### src/hw/sram_port_pkg.sv
package sram_port_pkg;
  // Clock period in picoseconds (50 MHz)
  localparam int CLK_PERIOD_PS = 20000;
  // Memory geometry
  localparam int ADDR_W = 19;
  localparam int DATA_W = 16;
  // Timing figures in ns
  localparam int T_AA_NS = 55;   // Longest address-to-data time
  localparam int T_RC_NS = 55;   // Read cycle time
  localparam int T_WC_NS = 55;   // Write cycle time
  localparam int T_PWE_NS = 40;  // Write strobe width
  localparam int T_SD_NS = 25;   // Data setup to write end
  localparam int T_HZWE_NS = 20; // Longest time for memory to float after strobe low
  localparam int T_HZOE_NS = 20; // Longest time for memory to float after drive off
  localparam int T_R_NS = 55;    // Recovery after retention
  // Least times rounded up to whole cycles; read access gets one cycle more
  localparam int RD_CYC = (T_AA_NS * 1000 + CLK_PERIOD_PS - 1) / CLK_PERIOD_PS + 1;
  localparam int WR_CYC = (T_PWE_NS * 1000 + CLK_PERIOD_PS - 1) / CLK_PERIOD_PS;
  localparam int HZ_CYC = (T_HZOE_NS * 1000 + CLK_PERIOD_PS - 1) / CLK_PERIOD_PS;
  localparam int REC_CYC = (T_R_NS * 1000 + CLK_PERIOD_PS - 1) / CLK_PERIOD_PS;
  localparam int SD_CYC = (T_SD_NS * 1000 + CLK_PERIOD_PS - 1) / CLK_PERIOD_PS;
  localparam int CNT_W = 4;
  // Controller states
  typedef enum logic [5:0] {
    ST_IDLE = 6'b00_0001,
    ST_READ = 6'b00_0010,
    ST_WSET = 6'b00_0100,
    ST_WRITE = 6'b00_1000,
    ST_END = 6'b01_0000,
    ST_RET = 6'b10_0000
  } state_type;
endpackage : sram_port_pkg

### src/hw/sram_host_ctrl.sv
`timescale 1ns/1ps
`default_nettype none
module sram_host_ctrl
  import sram_port_pkg::*;
#(
  parameter int AW = sram_port_pkg::ADDR_W,
  parameter int DW = sram_port_pkg::DATA_W
) (
  input wire logic i_mclk,
  input wire logic i_rst_n,
  input wire logic i_req,                 // Request strobe
  input wire logic i_we,                  // 1 write, 0 read
  input wire logic [AW-1:0] i_addr,       // Word address
  input wire logic [DW-1:0] i_wdata,      // Write data
  input wire logic [1:0] i_lane_en,       // Bit1 upper, bit0 lower
  input wire logic i_retain,              // Level: request retention standby
  output logic o_ready,                   // Can take a request
  output logic o_rvalid,                  // One-cycle read data pulse
  output logic [DW-1:0] o_rdata,
  output logic o_retained,                // In retention standby
  output logic [AW-1:0] o_mem_addr,
  output logic o_primary_select_n,
  output logic o_secondary_select,
  output logic o_write_strobe_n,
  output logic o_output_drive_n,
  output logic o_upper_lane_enable_n,
  output logic o_lower_lane_enable_n,
  input wire logic [DW-1:0] i_mem_data,
  output logic [DW-1:0] o_mem_data,
  output logic o_mem_data_oe
);
  import sram_port_pkg::*;

  // Reset release synchroniser
  logic rst_s1_r, rst_s2_r;
  always_ff @(posedge i_mclk or negedge i_rst_n) begin
    if (!i_rst_n) begin
      rst_s1_r <= 1'b0;
      rst_s2_r <= 1'b0;
    end else begin
      rst_s1_r <= 1'b1;
      rst_s2_r <= rst_s1_r;
    end
  end
  wire rst_n = rst_s2_r;

  // Data bus input sync: three stages, taken when second and third agree
  logic [DW-1:0] din1_r, din2_r, din3_r;
  always_ff @(posedge i_mclk or negedge rst_n) begin
    if (!rst_n) begin
      din1_r <= '0;
      din2_r <= '0;
      din3_r <= '0;
    end else begin
      din1_r <= i_mem_data;
      din2_r <= din1_r;
      din3_r <= din2_r;
    end
  end

  // Controller state
  state_type st_r, st_nxt;
  logic [CNT_W-1:0] cnt_r, cnt_nxt;         // Interval counter
  logic [AW-1:0] addr_r, addr_nxt;
  logic [DW-1:0] wdat_r, wdat_nxt;
  logic [1:0] lane_r, lane_nxt;             // Active-high lane enables
  logic [DW-1:0] rdat_r, rdat_nxt;
  logic rv_r, rv_nxt;
  logic sel_r, sel_nxt;                     // Selects asserted
  logic ws_r, ws_nxt;                       // Write strobe asserted
  logic oe_r, oe_nxt;                       // Output drive asserted
  logic dr_r, dr_nxt;                       // Host drives data
  logic rec_r, rec_nxt;                     // Recovery pending

  // Bus bits that belong to the enabled lanes; a disabled lane floats and never settles
  function automatic logic [DW-1:0] lane_mask(input logic [1:0] lanes);
    lane_mask = {{(DW/2){lanes[1]}}, {(DW/2){lanes[0]}}};
  endfunction : lane_mask

  // Next-state logic; every interval is a whole-cycle count
  always_comb begin
    st_nxt = st_r;
    cnt_nxt = cnt_r;
    addr_nxt = addr_r;
    wdat_nxt = wdat_r;
    lane_nxt = lane_r;
    rdat_nxt = rdat_r;
    rv_nxt = 1'b0;
    sel_nxt = sel_r;
    ws_nxt = ws_r;
    oe_nxt = oe_r;
    dr_nxt = dr_r;
    rec_nxt = rec_r;
    case (st_r)
      ST_IDLE: begin
        if (cnt_r != '0) begin
          cnt_nxt = cnt_r - 1'b1;           // Recovery or float wait
        end else if (i_retain) begin
          sel_nxt = 1'b0;                   // Deselect first, zero margin
          lane_nxt = 2'b00;
          st_nxt = ST_RET;
        end else if (i_req && i_lane_en != 2'b00) begin
          // Address latched and driven on the same edge that selects go active
          addr_nxt = i_addr;
          wdat_nxt = i_wdata;
          lane_nxt = i_lane_en;
          sel_nxt = 1'b1;
          if (i_we) begin
            oe_nxt = 1'b0;                  // Output drive off before writing
            cnt_nxt = CNT_W'(HZ_CYC);
            st_nxt = ST_WSET;
          end else begin
            oe_nxt = 1'b1;
            cnt_nxt = CNT_W'(RD_CYC + 2);   // Access time plus sync latency
            st_nxt = ST_READ;
          end
        end
      end
      ST_READ: begin
        // Strobe stays high for the whole read
        if (cnt_r != '0) begin
          cnt_nxt = cnt_r - 1'b1;
        end else if (((din2_r ^ din3_r) & lane_mask(lane_r)) == '0) begin
          // Only enabled lanes must agree, or a floating lane would stall the read
          rdat_nxt = din3_r & lane_mask(lane_r); // Sampled well after 55 ns
          rv_nxt = 1'b1;
          sel_nxt = 1'b0;
          oe_nxt = 1'b0;
          lane_nxt = 2'b00;
          cnt_nxt = CNT_W'(HZ_CYC);         // Let the memory float before next use
          st_nxt = ST_IDLE;
        end
      end
      ST_WSET: begin
        // Wait out memory float time before driving the bus
        if (cnt_r != '0) begin
          cnt_nxt = cnt_r - 1'b1;
        end else begin
          dr_nxt = 1'b1;
          ws_nxt = 1'b1;                    // Write begins on full overlap
          cnt_nxt = CNT_W'(WR_CYC);
          st_nxt = ST_WRITE;
        end
      end
      ST_WRITE: begin
        if (cnt_r != '0) begin
          cnt_nxt = cnt_r - 1'b1;           // Strobe width and data setup
        end else begin
          ws_nxt = 1'b0;                    // Strobe is the terminating edge
          st_nxt = ST_END;
        end
      end
      ST_END: begin
        // Address, data and selects held one cycle past the end
        dr_nxt = 1'b0;
        sel_nxt = 1'b0;
        lane_nxt = 2'b00;
        st_nxt = ST_IDLE;
      end
      ST_RET: begin
        if (!i_retain) begin
          cnt_nxt = CNT_W'(REC_CYC);        // Recovery before next access
          rec_nxt = 1'b1;
          st_nxt = ST_IDLE;
        end
      end
      default: begin
        st_nxt = ST_IDLE;
      end
    endcase
    if (st_r == ST_IDLE && cnt_r == '0) begin
      rec_nxt = 1'b0;
    end
  end

  // State registers
  always_ff @(posedge i_mclk or negedge rst_n) begin
    if (!rst_n) begin
      st_r <= ST_IDLE;
      cnt_r <= '0;
      addr_r <= '0;
      wdat_r <= '0;
      lane_r <= 2'b00;
      rdat_r <= '0;
      rv_r <= 1'b0;
      sel_r <= 1'b0;
      ws_r <= 1'b0;
      oe_r <= 1'b0;
      dr_r <= 1'b0;
      rec_r <= 1'b0;
    end else begin
      st_r <= st_nxt;
      cnt_r <= cnt_nxt;
      addr_r <= addr_nxt;
      wdat_r <= wdat_nxt;
      lane_r <= lane_nxt;
      rdat_r <= rdat_nxt;
      rv_r <= rv_nxt;
      sel_r <= sel_nxt;
      ws_r <= ws_nxt;
      oe_r <= oe_nxt;
      dr_r <= dr_nxt;
      rec_r <= rec_nxt;
    end
  end

  // Pin drive; idle selects off put the memory in standby
  assign o_mem_addr = addr_r;
  assign o_primary_select_n = ~sel_r;
  assign o_secondary_select = sel_r;
  assign o_write_strobe_n = ~ws_r;
  assign o_output_drive_n = ~oe_r;
  assign o_upper_lane_enable_n = ~lane_r[1];
  assign o_lower_lane_enable_n = ~lane_r[0];
  assign o_mem_data = wdat_r;
  assign o_mem_data_oe = dr_r;
  // No request is taken until the reset release has passed both flops
  assign o_ready = rst_n && (st_r == ST_IDLE) && (cnt_r == '0) && !i_retain;
  assign o_rvalid = rv_r;
  assign o_rdata = rdat_r;
  assign o_retained = (st_r == ST_RET);

  // Checks
  a_strobe_in_read: assert property (@(posedge i_mclk) disable iff (!rst_n)
    st_r == ST_READ |-> !ws_r) else $error("strobe active in read");
  a_no_clash: assert property (@(posedge i_mclk) disable iff (!rst_n)
    dr_r |-> !oe_r) else $error("bus clash with output drive");
  a_write_overlap: assert property (@(posedge i_mclk) disable iff (!rst_n)
    ws_r |-> sel_r && lane_r != 2'b00 && dr_r) else $error("write without overlap");
  a_strobe_width: assert property (@(posedge i_mclk) disable iff (!rst_n)
    $rose(ws_r) |-> ws_r [*3]) else $error("strobe too short");
  a_addr_hold: assert property (@(posedge i_mclk) disable iff (!rst_n)
    $fell(ws_r) |-> $stable(addr_r) && dr_r) else $error("address or data not held");
  a_addr_stable: assert property (@(posedge i_mclk) disable iff (!rst_n)
    sel_r && $past(sel_r) |-> $stable(addr_r)) else $error("address moved");
  a_read_late: assert property (@(posedge i_mclk) disable iff (!rst_n)
    $rose(sel_r) && st_r == ST_READ |-> !rv_r [*4]) else $error("read sampled too early");
  a_retain_desel: assert property (@(posedge i_mclk) disable iff (!rst_n)
    st_r == ST_RET |-> !sel_r && lane_r == 2'b00) else $error("selected in retention");
  a_recover_gap: assert property (@(posedge i_mclk) disable iff (!rst_n)
    $fell(o_retained) |-> !sel_r [*3]) else $error("access inside recovery");
  a_recover_flag: assert property (@(posedge i_mclk) disable iff (!rst_n)
    rec_r |-> !sel_r) else $error("selected while recovering");
  c_read: cover property (@(posedge i_mclk) disable iff (!rst_n) rv_r);
  c_write: cover property (@(posedge i_mclk) disable iff (!rst_n) $fell(ws_r));
  c_retain: cover property (@(posedge i_mclk) disable iff (!rst_n) $fell(o_retained));
endmodule : sram_host_ctrl
`default_nettype wire

### config.mk
export PLATFORM = sky130hd
export DESIGN_NAME = sram_host_ctrl
export DESIGN_NICKNAME = d
export VERILOG_FILES = /design/src/hw/sram_port_pkg.sv /design/src/hw/sram_host_ctrl.sv
export SDC_FILE = /design/constraint.sdc
export NUM_CORES = 1
export LEC_CHECK = 0
export BUFFER_PORTS_ARGS = -buffer_cell sky130_fd_sc_hd__buf_2
export CAP_MARGIN = 20
export CORE_MARGIN = 2
export CORE_UTILIZATION = 56
export DETAILED_ROUTE_END_ITERATION = 6
export HOLD_SLACK_MARGIN = 0.12
export PLACE_DENSITY_LB_ADDON = 0.1
export REMOVE_ABC_BUFFERS = 1
export SYNTH_ARGS = -nofsm -noshare
export SYNTH_HDL_FRONTEND = slang
export SYNTH_SLANG_ARGS = --single-unit
### constraint.sdc
create_clock -name i_mclk -period 11.05 [get_ports i_mclk]
set_input_delay 1.6575 -clock i_mclk [delete_from_list [all_inputs] [get_ports i_mclk]]
set_output_delay 1.6575 -clock i_mclk [all_outputs]
set_load 0.05 [all_outputs]
Word level (Yosys, flattened, before mapping)

Cells that the tools add are included.

Register bits after elaboration: 118
Input port bits: 58
Word-level logic and storage cells: 112

$add $sub $neg: 1
Eq/ne operators: 19
Muxes and demuxes: 44
Bitwise gates (word level): 10
Reductions and logical operators: 22

Operators by type and width:

| kind                                                            | number |
|---|---|
| 6-bit two-way mux                                               | 8 |
| 16-bit bitwise AND                                              | 2 |
| 4-bit two-way mux                                               | 8 |
| 6-bit case mux with 5 select lines                              | 1 |
| 4-bit case mux with 5 select lines                              | 1 |
| 2-bit inequality test, second input constant                    | 9 |
| 16-bit zero test                                                | 1 |
| 16-bit bitwise XOR                                              | 1 |
| 1-bit two-way mux                                               | 14 |
| 3-bit inequality test, second input constant                    | 4 |
| 6-bit AND reduction                                             | 2 |
| 2-bit two-way mux                                               | 5 |
| 2-bit nonzero test                                              | 4 |
| 1-bit NOT                                                       | 7 |
| 7-bit AND reduction                                             | 1 |
| 6-bit by 1-bit == test with 1-bit output, second input constant | 1 |
| 6-bit by 2-bit == test with 1-bit output, second input constant | 1 |
| 6-bit by 3-bit == test with 1-bit output, second input constant | 1 |
| 6-bit by 4-bit == test with 1-bit output, second input constant | 1 |
| 6-bit by 5-bit == test with 1-bit output, second input constant | 1 |
| 6-bit == test, second input constant                            | 1 |
| 3-bit two-way mux                                               | 2 |
| 1-bit case mux with 2 select lines                              | 3 |
| 2-bit case mux with 3 select lines                              | 1 |
| other kinds (12)                                                | 16 |

Longest topological paths before layout

Gate-level depths: netlist (run 1).

Depth after elaboration: 6
Depth in mapped cells: 9
Gate-level depth less buffers: 7

Worst setup path after synthesis (run 1)

OpenSTA, ideal clock, no wires.

Path type: reg-to-output
From: register rst_s2_r, in the netlist rst_n
To: output port o_ready
Arrival: 3,598 ps
Data required time: 9,392 ps
Setup slack: 5,795 ps
Stages on the path, launching flop included: 2
Path buffers: 0
Cells stage by stage: dfrtp_1 -> and3_1

Word-level cells in the longest chain between the ends: 3

RTL lines:

| item                           | line                  | source |
|---|---|---|
| start: declaration             | sram_host_ctrl.sv:35  | `logic rst_s1_r, rst_s2_r;` |
| start signal: assignment       | sram_host_ctrl.sv:42  | `rst_s2_r <= rst_s1_r;` |
| 1-bit logical AND (3 in a row) | sram_host_ctrl.sv:218 | `assign o_ready = rst_n && (st_r == ST_IDLE) && (cnt_r == '0) && !i_retain;` |
| end: declaration               | sram_host_ctrl.sv:17  | `output logic o_ready,` |

Every way passes these cells.

Worst setup path after layout (run 1)

From: input port i_retain
To: output port o_ready

Word-level cells in the longest chain between the ends: 2

RTL lines:

| item               | line                  | source |
|---|---|---|
| start: declaration | sram_host_ctrl.sv:16  | `input wire logic i_retain,` |
| 1-bit zero test    | sram_host_ctrl.sv:218 |  |
| 1-bit logical AND  | sram_host_ctrl.sv:218 |  |

Every way passes these cells.

==> results.toml, run 1 <==
[cts]
cts.clk_slew.worst_paths_ps = 60
clkSinkCount = 118
post_cts_buffers = 0
numCtsBuffers = 17
htree_levels = 4
clock_latency_ps = 500
root_buffer = "clkbuf_8"
clockBufferDepth = 2
cts_tree = "yes"
holdBufCountCts = 0
cts_resized = 0

[layout]
fillerInstances = 533
final_common_cell = "buf_2"
final_layout_size_suffix_gt1_share_pct = 41.8
register_area_mm2 = 0.00296
area_growth_pct = 28.0
final_core_util_pct = 74.0
diodes = 0
fin_nets = 525
multi_input_area_mm2 = 0.00138
layout_common_cells = "118 x buf_2, 116 x dfrtp_1, 38 x nand2_1"
postLayoutCellArea_mm2 = 0.00572

[die]
initial_utilization_pct = 57.9
dieWidth_um = 93.4
rows = 32
core_area_mm2 = 0.00773
die_area_mm2 = 0.00871
die_y_um = 93.4
io_pins = 119

[power_and_ir_drop]
p_per_area_mw_per_mm2 = 311
ir_drop_mv = 0.215
leakagePower_nw = 2.81

[setup_path]
arrival_ps = 2390
crit_type = "input pin to output port"
end_kind = "output port"
worstPathMaxFanout = 6
crit_path_start_kind = "input pin"
worstPathRequired_ps = 9390
reg2reg_depth = 6

[synthesis]
yosysSeqAreaShare_pct = 66.1
synthArstFlopShare_pct = 100
synth_top_family_by_area = "multiplexers"
yosys.area_share.adder_pct = 0.280
synth_edf_count = 0
synth_cells = 344
yosys-mux-area-fraction_pct = 10.1
yosysWarnings = 0
synth.distinct_cells = 49
synth_seq_cells = 118
synthesis.area_mm2 = 0.00447
synth-xor-area-share_pct = 3.53
synth_ff_type = "dfrtp_1"
synth-compound-area-share_pct = 7.81
avgSynthCellArea_um2 = 13.0
synth-simple-area-share_pct = 8.98

[place]
pre_cts_slack_ps = 7010
placed_area_mm2 = 0.00512
hpwl_mm = 6.15
port_buffers = 118
place_congestion = 0.885

[drt]
avgViaCountPerCell = 5.24
drcViolationCount = 0
wl_mm = 9.26
vias = 3045
drt-pass1-iter-count = 4
wire_per_inst_um = 15.9
ant_nets = 0
drt_iter0_drc = 183

[grt]
globalRoute.totalOverflow = 0
antenna_found_initial = 0
grt_pass1_wl_mm = 15.3
grt_max_degree = 72
grt_usage_pct = 23.2
first_global_vias = 3159

[sta]
setup_viol = 0
drv_slew = 0
fmax_mhz = 247
slew-limit-headroom_pct = 33.3
fin_ws_ps = 7000
worst_pin_slew_ps = 1000
fin_skew_ps = 9.13
setup_tns_ps = 0
fin_crit_sh_pct = 36.6
finalHoldViolations = 0
rsz0062_at_grt = "no"
holdWs_ps = 340
period_minus_slack_ps = 4050

[job]
drv_cap = 0

[status]
run_status = "finished clean"

[min_path]
hp-class = "flop to async pin"
-- per-layer routing --
metal	up-vias	part of all wire, %	wire length [um]	GRT usage, %
met5	-	0	0	0
met4	0	1.8	169	9.68
met3	18	6.1	564	6.69
met2	117	52	4830	38.7
met1	1486	40	3690	28.3
li1	1424	-	-	-
-- worst max-delay path, stage by stage --
cell	delay, ps
buf_2	140
nor2_1	170
and3_1	170
buf_2	260
-- power by group --
| part | internal, mW | switching (mW) |
|---|---|---|
| logic | 0.187 | 0.444 |
| registers | 0.530 | 0.0710 |
| clock network | 0.352 | 0.198 |
-- area by class of cell --
cell class                 count  area share [%]
sequential                   118            51.7
tap                          102            2.23
timing repair buffer         121            10.7
clock buffer                  19            7.54
clock inverter                13            2.95
multi-input combinational    197            24.1
inverter                      11           0.722
-- through the flow --
stage	instances	power, mW
3_3_place_gp	549	1.22
2_1_floorplan	326	1.07
3_5_place_dp	549	1.23
4_1_cts	581	1.79
6_report	581	1.78
5_1_grt	581	1.87
-- cell usage after synthesis (all sizes together), types with 2 or more instances --
cell type    n  area share, %
xor2        18            3.5
o21ai       28            3.2
mux2i        3           0.67
a21oi        6           0.76
a21o         4           0.67
o22ai        3           0.42
a22o         2           0.39
or3b         2           0.39
nand3        3           0.34
nor3b        2           0.34
nor2        15            1.3
nor3         5           0.67
o31ai        4           0.67
clkbuf       3           0.25
mux2        37            9.4
dfrtp      117             65
nor4         6            1.1
and3         2           0.31
nand2       38            3.2
or3          3           0.42
buf         15            2.0
nand3b       2           0.34
inv         11           0.92
-- final timing paths --
kind / startpoint / to / slack [ps]
worst max register to register: cnt_r[0] / o_mem_addr[7] / 8570
worst max-delay path: i_retain / o_ready / 7000
worst min-delay path: rst_n / din1_r[5] / 340
worst min register to register: rst_n / din1_r[5] / 340
min in group i_mclk: din1_r[0] / din2_r[0] / 350
max in group asynchronous: rst_n / cnt_r[0] / 9400
-- registers in the layout, indices dropped and copies added, names as in the netlist, 4 cells and up --
| name | count |
|---|---|
| st_r | 6 |
| o_mem_addr | 19 |
| o_mem_data | 16 |
| din3_r | 16 |
| o_rdata | 16 |
| din1_r | 16 |
| cnt_r | 4 |
| din2_r | 16 |
-- logic make-up after synthesis --
| kind of cell | Yosys count |
|---|---|
| AND/OR/NAND/NOR | 81 |
| AO/OA/AOI/OAI | 56 |
| multiplexers | 40 |
| other | 1 |
| adder cells (fa/ha/maj) | 1 |
| buffers and inverters | 29 |
| XOR/XNOR | 18 |
| flip-flops | 118 |
(Power assumes the default switching activity.)
==> run 2, diff against run 1 <==
Settings changed: ABC_AREA from default to 1, CORE_UTILIZATION 56 to 47.
Clock period 11.05 ns to 3.62 ns, I/O delays scaled along.
==> results.toml, run 2 <==
[layout]
register_area_mm2 = 0.00296
fin_nets = 634
area_growth_pct = 30.3
multi_input_area_mm2 = 0.00139
final_common_cell = "nand2_1"
diodes = 0
final_layout_size_suffix_gt1_share_pct = 33.5
fillerInstances = 875
layoutNonFillerInstCount = 721
postLayoutCellArea_mm2 = 0.00602
final_core_util_pct = 62.5
layout_common_cells = "126 x nand2_1, 118 x buf_2, 116 x dfrtp_1"
largest_register_ffs = 19

[setup_path]
r2r-end = "o_rdata[0]"
arrival_ps = 2070
crit_type = "flop to output port"
path_cells = "inv_1, ha_1, nand2_1, nor2_1, nand2_1, nor2_1, buf_2"
reg2reg_depth = 7
worstPathMaxFanout = 7
regToRegSetupSlack_ps = 1440
critPathMaxStageDelay_ps = 400
end_kind = "output port"
startpoint = "cnt_r[0]"
crit_family = "simple AND/OR/NAND/NOR gates"
crit_path_start_kind = "flop"
critPathBufInv = 2
critical-path-slowest-cell = "dfrtp_1"
worstPathRequired_ps = 3080
worstReg2RegStart = "cnt_r[0]"

[cts]
root_buffer = "clkbuf_8"
clock_latency_ps = 510
cts.clk_slew.worst_paths_ps = 60
clockBufferDepth = 2
numCtsBuffers = 17
cts_tree = "yes"
clkSinkCount = 118
cts_resized = 0
post_cts_buffers = 0
htree_levels = 4

[synthesis]
synth.distinct_cells = 30
yosysSeqAreaShare_pct = 63.9
synth_area_leader_cell = "dfrtp_1"
synthArstFlopShare_pct = 100
synth_cells = 434
synthTopCellsByArea = "dfrtp_1 63%, nand2_1 10%, mux2_2 7.3%, inv_1 4.5%, o21ai_0 3.0%"
synth_common_cells = "126 x nand2_1, 117 x dfrtp_1, 56 x inv_1"
synth_ff_type = "dfrtp_1"
synthMostInstantiatedCell = "nand2_1"
synth_edf_count = 0
synthesis.area_mm2 = 0.00462
synth_seq_cells = 118
yosysWarnings = 0
avgSynthCellArea_um2 = 10.6
synth.top_cell.area_share_pct = 63.3

[sta]
holdWs_ps = 141
slew-limit-headroom_pct = 46.0
fin_skew_ps = 4.57
rsz0062_at_grt = "no"
setup_viol = 0
setup_tns_ps = 0
worst_pin_slew_ps = 810
fin_crit_sh_pct = 72.2
drv_slew = 0
finalHoldViolations = 0
period_minus_slack_ps = 2610
fmax_mhz = 383

[die]
initial_utilization_pct = 47.9
die_area_mm2 = 0.0106
rows = 36
core_area_mm2 = 0.00964
die_y_um = 103
io_pins = 119
dieWidth_um = 103

[power_and_ir_drop]
combPwrFrac_pct = 37.6
ir_drop_mv = 0.603
p_sw_share_pct = 41.2
leakagePower_nw = 3.26
p_switching_mw = 2.26
p_int_mw = 3.23
power_frac_clock_pct = 29.0
sequentialPowerShare_pct = 33.5
p_per_area_mw_per_mm2 = 911

[status]
run_status = "finished clean"

[drt]
wl_mm = 9.33
drt-pass1-iter-count = 4
avgViaCountPerCell = 4.62
drt_iter0_drc = 59
ant_nets = 0
drcViolationCount = 0
wire_per_inst_um = 12.9
vias = 3329

[grt]
antenna_found_initial = 0
grt_usage_pct = 18.6
globalRoute.totalOverflow = 0
grt_max_degree = 68
first_global_vias = 3285
grt_pass1_wl_mm = 14.9

[place]
port_buffers = 118
placed_area_mm2 = 0.00533
numPlacedInstances = 677
place_congestion = 0.933
hpwl_mm = 6.40

[min_path]
hp-class = "input pin to flop"
min_from = "i_mem_data[7]"
hold_end = "din1_r[7]"
min_path_cells = 1

[job]
drv_cap = 0
-- run 2: changes by cell type in the layout (fill, tap and decap cells not counted), sizes merged, moves of 6 or more --
cell and change:
nand3 +9, dlygate4sd3 +12, nand2 +90, xor2 -18, inv +43, nor4 -6
nor2 +8, nand4 +6
-- run 2: final cells by class --
| cell class | count | area share [%] |
|---|---|---|
| well taps | 133 | 2.76 |
| multi-input cells | 250 | 23.1 |
| inverters | 57 | 3.55 |
| clock inverters | 12 | 2.12 |
| repair buffers | 131 | 11.9 |
| clock buffers | 20 | 7.40 |
| flip-flops and latches | 118 | 49.1 |
-- run 2: kinds of logic (layout without fill, tap and decap cells) --
family                   after synthesis  count (layout)  synth area share (%)
AO/OA/AOI/OAI                         40              40                  4.55
XOR/XNOR                               2               2                 0.379
adder cells (fa/ha/maj)                1               1                 0.271
buffers and inverters                 66             220                  5.93
flip-flops                           118             118                  63.9
multiplexers                          35              35                  8.93
other                                  1               1                0.0811
AND/OR/NAND/NOR                      171             171                  15.9
-- run 2: timing repair --
action / 4_1_cts / 5_1_grt
hold buffers: 12 / 0
setup endpoints to repair: 0 / 0
endpoints found under the hold margin: 13 / 0
-- run 2: worst max-delay path by stage --
stage	endpoint	slack, ps	cells after the start
3_5_place_dp	o_rdata[7]	1440	6
3_3_place_gp	o_rdata[7]	1560	6
4_1_cts	o_ready	960	7
6_report	o_ready	1010	7
5_1_grt	o_ready	820	7
2_1_floorplan	o_ready	-620	2
-- run 2: routing by layer --
layer / GRT usage, % / up-vias / routed length (um)
li1: - / 1650 / -
met1: 21.4 / 1568 / 3860
met2: 31.3 / 91 / 4730
met3: 6.37 / 20 / 564
met4: 8.60 / 0 / 182
met5: 0 / - / 0
-- run 2: power groups by stage --
stage | Combinational [mW] | Clock, mW | Sequential, mW
finish | 2.06 | 1.59 | 1.84
global route | 2.22 | 1.68 | 1.88
CTS | 2.07 | 1.63 | 1.84
detailed placement | 2.05 | 0 | 1.86
global placement | 2.03 | 0 | 1.84
floorplan | 0.817 | 0 | 2.60
-- run 2: stage by stage --
step                      total power, mW  worst slack (ps)
after floorplan                      3.42              -617
after global placement               3.87              1560
after detailed placement             3.91              1440
after CTS                            5.54               960
after global routing                 5.78               817
final                                5.49              1010
==> run 3, diff against run 2 <==
Settings changed: CORE_UTILIZATION 47 to 52.
Clock period 3.62 ns to 2.7 ns, I/O delays scaled along.
==> results.toml, run 3 (synthesized netlist as in run 2, its figures left out) <==
[layout]
layout_common_cells = "126 x nand2_1, 118 x buf_2, 116 x dfrtp_1"
final_layout_size_suffix_gt1_share_pct = 31.7
area_growth_pct = 39.7
final_common_cell = "nand2_1"
diodes = 0
final_core_util_pct = 74.4
layoutNonFillerInstCount = 735
fillerInstances = 611
largest_register_ffs = 19
fin_nets = 673

[power_and_ir_drop]
leakagePower_nw = 3.46
p_per_area_mw_per_mm2 = 1190
ir_drop_mv = 0.683
power_mw = 7.67

[sta]
finalHoldViolations = 0
fmax_mhz = 413
slew-limit-headroom_pct = 59.7
setup_viol = 0
fin_crit_sh_pct = 89.6
rsz0062_at_grt = "no"
fin_ws_ps = 281
period_minus_slack_ps = 2420
holdWs_ps = 137
worst_pin_slew_ps = 605
fin_skew_ps = 6.97
drv_slew = 0

[cts]
htree_levels = 4
clkSinkCount = 118
cts_tree = "yes"
cts.clk_slew.worst_paths_ps = 60
root_buffer = "clkbuf_8"
numCtsBuffers = 17
post_cts_buffers = 0
clockBufferDepth = 2
clock_latency_ps = 510

[drt]
drt-pass1-iter-count = 4
drcViolationCount = 0
vias = 3539
avgViaCountPerCell = 4.81
wl_mm = 9.84
ant_nets = 0
drt_iter0_drc = 168
wire_per_inst_um = 13.4

[setup_path]
critical-path-slowest-cell = "dfrtp_1"
worstPathMaxFanout = 7
arrival_ps = 2010
crit_type = "flop to output port"
worstPathRequired_ps = 2300
end_kind = "output port"
path_cells = "inv_1, ha_1, nand2_1, nor2_1, nand2_1, nor2_1, buf_2"
critPathMaxStageDelay_ps = 400
reg2reg_depth = 7
crit_path_start_kind = "flop"

[job]
drv_cap = 0

[grt]
grt_pass1_wl_mm = 16.6
first_global_vias = 3547
globalRoute.totalOverflow = 0
antenna_found_initial = 0
grt_max_degree = 117
grt_usage_pct = 21.8

[place]
place_congestion = 0.871
hpwl_mm = 6.23
pre_cts_slack_ps = 562
numPlacedInstances = 653
port_buffers = 118

[die]
io_pins = 119
core_area_mm2 = 0.00868
dieWidth_um = 98.3
initial_utilization_pct = 53.3
die_y_um = 98.3
die_area_mm2 = 0.00966
rows = 34

[min_path]
min_path_cells = 2
hp-class = "input pin to flop"

[status]
run_status = "finished clean"
==> run 3: per-layer routing <==
metal	GRT usage [%]	wire [um]	up-vias
met3	6.51	579	18
met4	9.17	163	0
li1	-	-	1731
met5	0	0	-
met2	36.2	4990	118
met1	26.7	4110	1672
==> run 3: metrics by stage <==
step,cell area [um^2],TNS (ps)
after floorplan,4560,-99040
after global placement,5320,0
after detailed placement,5320,0
after CTS,6450,0
after global routing,6450,0
final,6450,0
==> run 3: repair_timing <==
item                                   4_1_cts  5_1_grt
endpoints found under the hold margin       51        0
hold buffers                                50        0
gates resized for setup                      0        0
==> run 3: final cells by class <==
class,count,area (um^2),area share [%]
Clock buffer,19,442,6.84
Clock inverter,13,194,3.00
Inverter,57,214,3.31
Multi-Input combinational cell,250,1390,21.6
Sequential cell,118,2960,45.8
Tap cell,108,135,2.09
Timing Repair Buffer,170,1120,17.3
==> run 3: final timing paths <==
path,startpoint,endpoint,slack (ps)
min in group asynchronous,i_rst_n,rst_n,210
max in group asynchronous,rst_n,o_mem_addr[9],1780
min,i_wdata[7],o_mem_data[7],140
max,cnt_r[0],o_ready,280
min reg2reg,din1_r[12],din2_r[12],350
max reg2reg,cnt_r[0],o_rdata[9],540
==> run 3: power by group <==
part	internal, mW	leakage [nW]	total (mW)	switching [mW]
sequential	2.19	1.46	2.45	0.260
clock	1.56	0.298	2.37	0.815
combinational	0.827	1.70	2.84	2.02
==> run 3: critical path, delay by kind of cell (launching register included) <==
| family | cells | cell delay [ps] |
|---|---|---|
| adder cells (fa/ha/maj) | 1 | 180 |
| flip-flops | 1 | 400 |
| AND/OR/NAND/NOR | 4 | 560 |
| buffers and inverters | 2 | 360 |
